--- config.mk ---
export PLATFORM = sky130hd
export DESIGN_NAME = bcox_core
export DESIGN_NICKNAME = d
export VERILOG_FILES = /design/src/design/bcox_pkg.sv /design/src/design/bcox_decode.sv /design/src/design/bcox_file_regs.sv /design/src/design/bcox_core.sv
export SDC_FILE = /design/constraint.sdc
export NUM_CORES = 1
export LEC_CHECK = 0
export BUFFER_PORTS_ARGS = -buffer_cell sky130_fd_sc_hd__buf_2
export CAP_MARGIN = 15
export CORE_MARGIN = 2
export CORE_UTILIZATION = 55
export CTS_CLUSTER_SIZE = 20
export DETAILED_ROUTE_END_ITERATION = 8
export PLACE_DENSITY = 0.78
export SLEW_MARGIN = 20
export SYNTH_ARGS = -nofsm -noshare
export SYNTH_HDL_FRONTEND = slang
export SYNTH_SLANG_ARGS = --single-unit
--- constraint.sdc ---
create_clock -name pclk -period 2.9 [get_ports pclk]
set_input_delay 0.725 -clock pclk [delete_from_list [all_inputs] [get_ports pclk]]
set_output_delay 0.725 -clock pclk [all_outputs]
set_load 0.05 [all_outputs]
--- src/design/bcox_pkg.sv ---
// Package of the baseline core operation block: offsets, fields, resets,
// opcode patterns, operation kinds and carrier structs.
// Assumes a 32-bit APB slave port with 8-bit byte addresses.
package bcox_pkg;

	// Register byte offsets
	localparam logic [7:0] OFF_INSTR = 8'h00;
	localparam logic [7:0] OFF_ACC = 8'h04;
	localparam logic [7:0] OFF_STATUS = 8'h08;
	localparam logic [7:0] OFF_PC = 8'h0c;
	localparam logic [7:0] OFF_INFO = 8'h10;
	localparam logic [7:0] OFF_CYCLES = 8'h14;
	localparam logic [7:0] OFF_FILE_BASE = 8'h80;

	// Field positions
	localparam int unsigned STATUS_Z_BIT = 2;
	localparam int unsigned STATUS_PAGE_LO = 5;
	localparam int unsigned STATUS_PAGE_HI = 6;
	localparam int unsigned INFO_FLUSH_BIT = 0;
	localparam int unsigned INFO_ILLEGAL_BIT = 1;
	localparam int unsigned FILE_SEL_BIT = 7;

	// Widths
	localparam int unsigned IW = 12;
	localparam int unsigned PCW = 11;
	localparam int unsigned FILE_DEPTH = 32;

	// Reset values
	localparam logic [7:0] ACC_RST = 8'h00;
	localparam logic [7:0] STATUS_RST = 8'h00;
	localparam logic [10:0] PC_RST = 11'h000;
	localparam logic [7:0] FILE_RST = 8'h00;
	localparam logic [31:0] CYCLES_RST = 32'h0000_0000;

	// Opcode patterns, matched from the top of the instruction word
	localparam logic [11:0] OPC_IDLE = 12'h000;
	localparam logic [6:0] OPC_STORE = 7'h01;
	localparam logic [5:0] OPC_OR_FILE = 6'h04;
	localparam logic [5:0] OPC_MOVE = 6'h08;
	localparam logic [5:0] OPC_INC_SKIP = 6'h0f;
	localparam logic [2:0] OPC_JUMP = 3'h5;
	localparam logic [3:0] OPC_LOAD_LIT = 4'hc;
	localparam logic [3:0] OPC_OR_LIT = 4'hd;

	typedef enum logic [2:0] {
		OP_IDLE,
		OP_INC_SKIP,
		OP_JUMP,
		OP_OR_LIT,
		OP_OR_FILE,
		OP_STORE,
		OP_MOVE,
		OP_LOAD_LIT
	} bcox_op_t;

	typedef struct packed {
		bcox_op_t op;
		logic illegal;
		logic [4:0] f;
		logic dest;
		logic [7:0] k8;
		logic [8:0] k9;
	} bcox_instr_t;

	typedef struct packed {
		logic sel;
		logic enable;
		logic write;
		logic [7:0] addr;
		logic [31:0] wdata;
	} bcox_apb_req_t;

endpackage : bcox_pkg

--- src/design/bcox_decode.sv ---
// Instruction decoder: splits a 12-bit word into operation and operands.
// Purely combinational; unknown words decode as idle with illegal set.
`timescale 1ns/1ps
module bcox_decode
	import bcox_pkg::*;
(
	input wire logic [11:0] word,
	output bcox_instr_t instr
);

	always_comb
	begin
		instr.op = OP_IDLE;
		instr.illegal = 1'b0;
		instr.f = word[4:0];
		instr.dest = word[5];
		instr.k8 = word[7:0];
		instr.k9 = word[8:0];
		if (word == OPC_IDLE)
			instr.op = OP_IDLE;
		else if (word[11:5] == OPC_STORE)
			instr.op = OP_STORE;
		else if (word[11:6] == OPC_OR_FILE)
			instr.op = OP_OR_FILE;
		else if (word[11:6] == OPC_MOVE)
			instr.op = OP_MOVE;
		else if (word[11:6] == OPC_INC_SKIP)
			instr.op = OP_INC_SKIP;
		else if (word[11:9] == OPC_JUMP)
			instr.op = OP_JUMP;
		else if (word[11:8] == OPC_LOAD_LIT)
			instr.op = OP_LOAD_LIT;
		else if (word[11:8] == OPC_OR_LIT)
			instr.op = OP_OR_LIT;
		else
			instr.illegal = 1'b1;
	end

endmodule : bcox_decode

--- src/design/bcox_file_regs.sv ---
// File register array: 32 entries of 8 bits, one write, two read ports.
// Assumes the caller never needs two writes in one cycle.
`timescale 1ns/1ps
module bcox_file_regs
	import bcox_pkg::*;
(
	input wire logic pclk,
	input wire logic presetn,
	input wire logic wr_en,
	input wire logic [4:0] wr_idx,
	input wire logic [7:0] wr_data,
	input wire logic [4:0] rd_idx_a,
	output logic [7:0] rd_data_a,
	input wire logic [4:0] rd_idx_b,
	output logic [7:0] rd_data_b
);

	logic [7:0] mem [FILE_DEPTH];

	genvar i;
	generate
		for (i = 0; i < FILE_DEPTH; i++)
		begin : g_entry
			logic [7:0] next_mem;
			always_comb
			begin
				next_mem = mem[i];
				if (wr_en && wr_idx == 5'(i))
					next_mem = wr_data;
			end
			always_ff @(posedge pclk or negedge presetn)
			begin
				if (!presetn)
					mem[i] <= FILE_RST;
				else
					mem[i] <= next_mem;
			end
		end
	endgenerate

	assign rd_data_a = mem[rd_idx_a];
	assign rd_data_b = mem[rd_idx_b];

endmodule : bcox_file_regs

--- src/design/bcox_core.sv ---
// Baseline core operation block: executes issued instruction words against
// accumulator, status, program counter and file registers over APB.
// Assumes one clock, synchronous APB inputs, software issuing one word
// per write to the instruction register.
//
// Operation
// - Increment-skip adds one to file f; result to acc or file; flags kept.
// - Zero increment result discards next fetched word, runs idle instead.
// - Jump loads the 9-bit literal into program counter bits 8:0.
// - Jump loads program counter bits 10:9 from status bits 6:5.
// - Jump takes two cycles, flushing the word fetched after it.
// - Or-literal ORs acc with 8-bit literal into acc, updates zero.
// - Or-file ORs acc with file f into acc or file, updates zero.
// - Store copies acc into file f, leaving all flags unchanged.
// - Move-file copies file f to acc or back to file f.
// - Move-file updates zero even when written back to the same file.
// - Load-literal puts the 8-bit literal into acc, flags unchanged.
`timescale 1ns/1ps
module bcox_core
	import bcox_pkg::*;
(
	input wire logic pclk,
	input wire logic presetn,
	input wire logic psel,
	input wire logic penable,
	input wire logic pwrite,
	input wire logic [7:0] paddr,
	input wire logic [31:0] pwdata,
	output logic [31:0] prdata,
	output logic pready,
	output logic pslverr
);

	typedef enum logic [1:0] {
		ST_RUN,
		ST_SKIP,
		ST_FILL
	} bcox_state_t;

	bcox_apb_req_t req;
	bcox_instr_t dec;
	bcox_state_t state;
	bcox_state_t next_state;

	logic [7:0] acc;
	logic [7:0] next_acc;
	logic [7:0] status;
	logic [7:0] next_status;
	logic [10:0] pc;
	logic [10:0] next_pc;
	logic [31:0] cycles;
	logic [31:0] next_cycles;
	logic illegal;
	logic next_illegal;
	logic [31:0] next_prdata;
	logic next_pready;
	logic next_pslverr;

	logic access;
	logic take;
	logic is_file;
	logic mapped;
	logic exec;
	logic flushing;
	logic [7:0] file_a;
	logic [7:0] file_b;
	logic [7:0] inc_val;
	logic [7:0] or_file_val;
	logic [7:0] or_lit_val;
	logic wr_en;
	logic [4:0] wr_idx;
	logic [7:0] wr_data;
	logic [31:0] rd_mux;

	assign req = '{sel: psel, enable: penable, write: pwrite,
		addr: paddr, wdata: pwdata};

	bcox_decode u_decode (
		.word(req.wdata[11:0]),
		.instr(dec)
	);

	bcox_file_regs u_file (
		.pclk(pclk),
		.presetn(presetn),
		.wr_en(wr_en),
		.wr_idx(wr_idx),
		.wr_data(wr_data),
		.rd_idx_a(dec.f),
		.rd_data_a(file_a),
		.rd_idx_b(req.addr[6:2]),
		.rd_data_b(file_b)
	);

	// Bus decode; a transfer is taken at the edge where pready is high
	assign access = req.sel && req.enable;
	assign take = access && pready;
	assign is_file = req.addr[FILE_SEL_BIT];
	assign mapped = (req.addr[1:0] == 2'b00) && (is_file
		|| req.addr == OFF_INSTR || req.addr == OFF_ACC
		|| req.addr == OFF_STATUS || req.addr == OFF_PC
		|| req.addr == OFF_INFO || req.addr == OFF_CYCLES);
	assign exec = take && req.write && req.addr == OFF_INSTR;
	assign flushing = state != ST_RUN;

	// Datapath results
	assign inc_val = 8'(file_a + 8'h01);
	assign or_file_val = acc | file_a;
	assign or_lit_val = acc | dec.k8;

	// Read mux
	always_comb
	begin
		rd_mux = 32'h0000_0000;
		if (is_file)
			rd_mux = {24'h00_0000, file_b};
		else
		begin
			case (req.addr)
				OFF_ACC: rd_mux = {24'h00_0000, acc};
				OFF_STATUS: rd_mux = {24'h00_0000, status};
				OFF_PC: rd_mux = {21'h0, pc};
				OFF_INFO: rd_mux = {30'h0, illegal, flushing};
				OFF_CYCLES: rd_mux = cycles;
				default: rd_mux = 32'h0000_0000;
			endcase
		end
	end

	// APB answer: one wait state, then pready with data and error
	always_comb
	begin
		next_pready = access && !pready;
		next_pslverr = access && !pready && !mapped;
		next_prdata = prdata;
		if (access && !pready && !req.write)
			next_prdata = mapped ? rd_mux : 32'h0000_0000;
	end

	always_ff @(posedge pclk or negedge presetn)
	begin
		if (!presetn)
		begin
			pready <= 1'b0;
			pslverr <= 1'b0;
			prdata <= 32'h0000_0000;
		end
		else
		begin
			pready <= next_pready;
			pslverr <= next_pslverr;
			prdata <= next_prdata;
		end
	end

	// Execution and software writes
	always_comb
	begin
		next_state = state;
		next_acc = acc;
		next_status = status;
		next_pc = pc;
		next_cycles = cycles;
		next_illegal = illegal;
		wr_en = 1'b0;
		wr_idx = dec.f;
		wr_data = 8'h00;
		if (exec)
		begin
			next_cycles = 32'(cycles + 32'h0000_0001);
			if (state == ST_SKIP)
			begin
				// Discarded word runs as idle; its slot is passed over
				next_state = ST_RUN;
				next_pc = 11'(pc + 11'h001);
			end
			else if (state == ST_FILL)
			begin
				// Second cycle of the jump; target already in pc
				next_state = ST_RUN;
			end
			else
			begin
				next_pc = 11'(pc + 11'h001);
				next_illegal = illegal || dec.illegal;
				case (dec.op)
					OP_IDLE:
					begin
						next_pc = 11'(pc + 11'h001);
					end
					OP_INC_SKIP:
					begin
						if (dec.dest)
						begin
							wr_en = 1'b1;
							wr_data = inc_val;
						end
						else
							next_acc = inc_val;
						if (inc_val == 8'h00)
							next_state = ST_SKIP;
					end
					OP_JUMP:
					begin
						next_pc = {status[STATUS_PAGE_HI:STATUS_PAGE_LO],
							dec.k9};
						next_state = ST_FILL;
					end
					OP_OR_LIT:
					begin
						next_acc = or_lit_val;
						next_status[STATUS_Z_BIT] = or_lit_val == 8'h00;
					end
					OP_OR_FILE:
					begin
						if (dec.dest)
						begin
							wr_en = 1'b1;
							wr_data = or_file_val;
						end
						else
							next_acc = or_file_val;
						next_status[STATUS_Z_BIT] = or_file_val == 8'h00;
					end
					OP_STORE:
					begin
						wr_en = 1'b1;
						wr_data = acc;
					end
					OP_MOVE:
					begin
						if (dec.dest)
						begin
							wr_en = 1'b1;
							wr_data = file_a;
						end
						else
							next_acc = file_a;
						next_status[STATUS_Z_BIT] = file_a == 8'h00;
					end
					OP_LOAD_LIT:
					begin
						// Upper literal bits expected zero from the encoder
						next_acc = dec.k8;
					end
					default:
					begin
						next_pc = 11'(pc + 11'h001);
					end
				endcase
			end
		end
		else if (take && req.write)
		begin
			if (is_file)
			begin
				wr_en = 1'b1;
				wr_idx = req.addr[6:2];
				wr_data = req.wdata[7:0];
			end
			else
			begin
				case (req.addr)
					OFF_ACC: next_acc = req.wdata[7:0];
					OFF_STATUS: next_status = req.wdata[7:0];
					OFF_PC: next_pc = req.wdata[10:0];
					OFF_INFO:
					begin
						// Write one clears the sticky illegal flag
						if (req.wdata[INFO_ILLEGAL_BIT])
							next_illegal = 1'b0;
					end
					default:
					begin
						next_acc = acc;
					end
				endcase
			end
		end
	end

	always_ff @(posedge pclk or negedge presetn)
	begin
		if (!presetn)
		begin
			state <= ST_RUN;
			acc <= ACC_RST;
			status <= STATUS_RST;
			pc <= PC_RST;
			cycles <= CYCLES_RST;
			illegal <= 1'b0;
		end
		else
		begin
			state <= next_state;
			acc <= next_acc;
			status <= next_status;
			pc <= next_pc;
			cycles <= next_cycles;
			illegal <= next_illegal;
		end
	end

endmodule : bcox_core

==> key figures <==
Floorplan
  • Starting density of the core: 0.555
  • Core Area: 0.0354 sq mm
  • Ports: 79
  • Vert. Die Dim: 193 um
  • Die width: roughly 190 um
  • Die area: approximately 0.037 sq mm
  • FP Rows: 69

Power
  • Pwr dens: 434 mW/mm^2
  • Int Power: a little over 8 mW
  • Switching Fraction: 0.249
  • Peak supply drop: 0.000486 V
  • Reg power frac: 0.453
  • Clk pwr share: 0.450
  • Logic pwr share: 0.097
  • Leakage power: 11.4 nW
  • Total Power: 11.0 mW
  • Sw power: 2.74 mW

Final layout
  • Area delta synth->final: 28.9%
  • Most frequent cells in the layout: buf_4, dfrtp_1, nand2_1
  • Filler Cells Inserted: 2377
  • NumNets Final: 2291
  • Non-Filler Instances: around 2.7k
  • Commonest non-fill, non-tap cell in the layout: buf_4
  • Layout cell share with drive strength beyond 1: 0.373
  • Ant diodes: 0

Logic synthesis
  • Yosys warns: 0
  • Compound-Gate Fraction of Synth Area: 0.153
  • Syn Nets: ~1.9k
  • Dominant cell type by area after synthesis: dfrtp_1
  • Cell count after synthesis: roughly 1.9k
  • Top FF cell, synth: dfrtp_1
  • Mapped cell area: 0.0197 sq mm
  • Post-synth top area share: 0.448
  • Post-Synth Simple-Gate Area: 0.140
  • Seq/Total Area, Yosys: 0.448
  • Proportion of synthesized area in mux cells: 0.195
  • #FFs+latches synth: 352
  • Synth async-reset ratio: 1.00
  • Largest family of logic cells by synthesized area: multiplexers
  • Synth Area in Adders: 0.00509
  • Post-synthesis xor/xnor area fraction: 0.0174
  • Top cells by area, synth: dfrtp_1, mux4_2, nand2_1
  • Mean Syn Cell Area: between 10 and 15 sq um
  • Count of cell types in the netlist: 100
  • Post-synth EDFFs: 0

Detailed routing
  • Detailed Route Iter0 Violations: 2704
  • DR vias/cell: 6.69
  • 1st-pass router iterations: 7
  • Final ANT Viol Nets: 0
  • Post-route DRC: 0
  • Vias: 18.2k
  • Final wirelength: 70000 um
  • WL/cell: about 26 um

Worst setup path
  • Slowest cell on the critical path: mux4_2
  • Startpoint Class: primary input
  • Reg2reg setup slack: -370 ps
  • CP max stage delay: 540 ps
  • Worst path cell trace: buf_12, buf_12, mux4_2, mux4_2, buf_6, mux2i_4, nor3_2, nor4b_4, or2_1, a311o_1, a31o_1, a32o_1
  • Critical Path RT: about 3400 ps
  • CP max FO: 6
  • WP data arrival: 3750 ps
  • Crit path kind: in -> reg
  • Worst setup EP type: flip-flop

Timing
  • Slew at the pin closest to its max-slew limit: approximately 530 ps
  • Final Hold Viols: 0
  • RSZ-0062 raised after global routing: true
  • Tmin final: 3290 ps
  • Setup-failing EPs final: about 260
  • Normalized max-slew margin: 0.648
  • Peak Freq: between 300 and 400 MHz
  • Max-slew violation count: 0
  • Fin Clk Skew: 25.8 ps
  • Final WS setup: -387 ps
  • Period utilization: 1.13

Clocking
  • Total CTS buffers: 38
  • H-tree Lvls: 2
  • CTS Sinks: 352
  • Clock Path Buffers: 3
  • TritonCTS clock tree: built
  • Worst-path clk slew: 60 ps
  • CTS Hold Buffers Added: 0
  • Root buffer cell: clkbuf_16
  • Worst skew pair latency: around 580 ps

Global route
  • Largest net degree at the start of global routing: 95
  • First-pass GRT wire length: 105000 um
  • Antenna violations before repair: 3
  • Vias in the first global route: 18.1k
  • All-Layer GR Usage: 0.378
  • Total gr overflow: 0

Flow run
  • Max Cap Viol: 0

Worst hold path
  • Worst hold path type: in -> async

Run status
  • Status: finished with violations
  • Failing checks: negative setup slack

Place
  • Cell total after placement: about 2.6k
  • RD Place Congestion: 0.986
  • I/O Buffers: 58
  • Detailed placement HPWL: 47900 um
-- area by class of cell --
| type | count | area, sq um | area share |
|---|---|---|---|
| tap | 461 | 577 | 0.0228 |
| clock inverter | 15 | 169 | 0.00667 |
| inverter | 18 | 67.6 | 0.00267 |
| clock buffer | 51 | 1070 | 0.0423 |
| sequential | 352 | 8810 | 0.348 |
| timing repair buffer | 468 | 4080 | 0.161 |
| multi-input combinational | 1360 | 10600 | 0.417 |
-- synthesized netlist by cell type, types with 5 or more instances --
cell	count
nor2_1	191
o31ai_1	9
xor2_1	17
o21a_1	6
and3_1	9
nor2b_1	8
xnor2_1	22
mux4_2	114
buf_2	28
o21ai_0	157
o22ai_1	8
nand2_1	267
nor4_1	6
nand3_1	29
or3_1	7
a211oi_1	10
mux2_2	40
o21ai_1	29
buf_6	8
nand4_1	17
inv_1	18
nor3b_1	5
mux2i_1	30
nor3_2	5
buf_12	5
dfrtp_1	352
a32oi_1	5
nor3_1	25
buf_4	8
and2_1	7
a22o_1	5
buf_1	10
a21o_1	6
o211ai_1	6
a22oi_1	15
a21oi_1	170
ha_1	8
nand2b_1	7
a31oi_1	14
clkbuf_1	81
mux4_1	17
-- worst max-delay path, delay by kind of cell --
family / cells / cell delay (ps)
muxes: 3 / 1320
AOI/OAI and AO/OA: 3 / 790
and+or+nand+nor: 3 / 510
buffers and inverters: 3 / 390
-- metal layers --
metal	wire length, um	up-vias	track usage	share of wire
met4	4230	4	0.199	0.060
met2	32400	1357	0.588	0.46
met5	20	-	0	0.00029
met1	25500	8925	0.492	0.36
li1	-	7598	-	-
met3	7840	337	0.0956	0.11
-- cell families (layout without fill, tap and decap cells) --
logic type,count (synthesis),in the layout
buffers and inverters,161,552
AO/OA/AOI/OAI,495,495
flip-flops,352,352
adder cells (fa/ha/maj),8,8
XOR/XNOR,39,39
AND/OR/NAND/NOR,613,613
multiplexers,205,205
-- path summary, 6_finish.rpt --
path                                  from              end  depth (start not counted)
setup / recovery                 pwdata[0]         state[0]                         12
hold / removal                     presetn       prdata[18]                          1
setup reg to reg           u_file.mem[138]         state[0]                         10
hold reg to reg                 cycles[31]       cycles[31]                          1
max in group asynchronous          presetn  u_file.mem[219]                          2
min in group pclk               cycles[31]       cycles[31]                          1
-- power groups by stage --
stage | combinational (mW) | sequential, mW | clock, mW
2_1_floorplan | 0.502 | 5.07 | 0
3_3_place_gp | 0.966 | 5.07 | 0
3_5_place_dp | 0.987 | 5.07 | 0
4_1_cts | 1.02 | 4.98 | 4.99
5_1_grt | 1.13 | 4.99 | 5.20
6_report | 1.07 | 4.99 | 4.95
-- through the flow --
stage / util / setup TNS, ps / cell area, sq um / setup slack [ps] / hold WS, ps
finish: 0.716 / -57260 / 25300 / -387 / 74.4
global route: 0.716 / -66450 / 25300 / -401 / 82.3
CTS: 0.707 / -33390 / 25000 / -286 / 76.5
detailed placement: 0.661 / -250860 / 23400 / -1060 / 458
global placement: 0.661 / -242980 / 23400 / -1030 / 458
floorplan: - / -112850 / 20100 / -723 / 429
-- sequential cells by signal, indices dropped and copies added (netlist names) --
signal,cells
u_file.mem,256
cycles,32
prdata,32
pc,11
acc,8
status,8
state,2
illegal,1
pready,1
pslverr,1
-- timing repair --
item	4_1_cts	5_1_grt
cloned	3	3
resized for setup	67	59
endpoints found under the hold margin	0	0
pin swaps	13	24
endpoints found under the setup margin	265	265
setup buffers	17	10
Power figures use the tool's default switching activity.
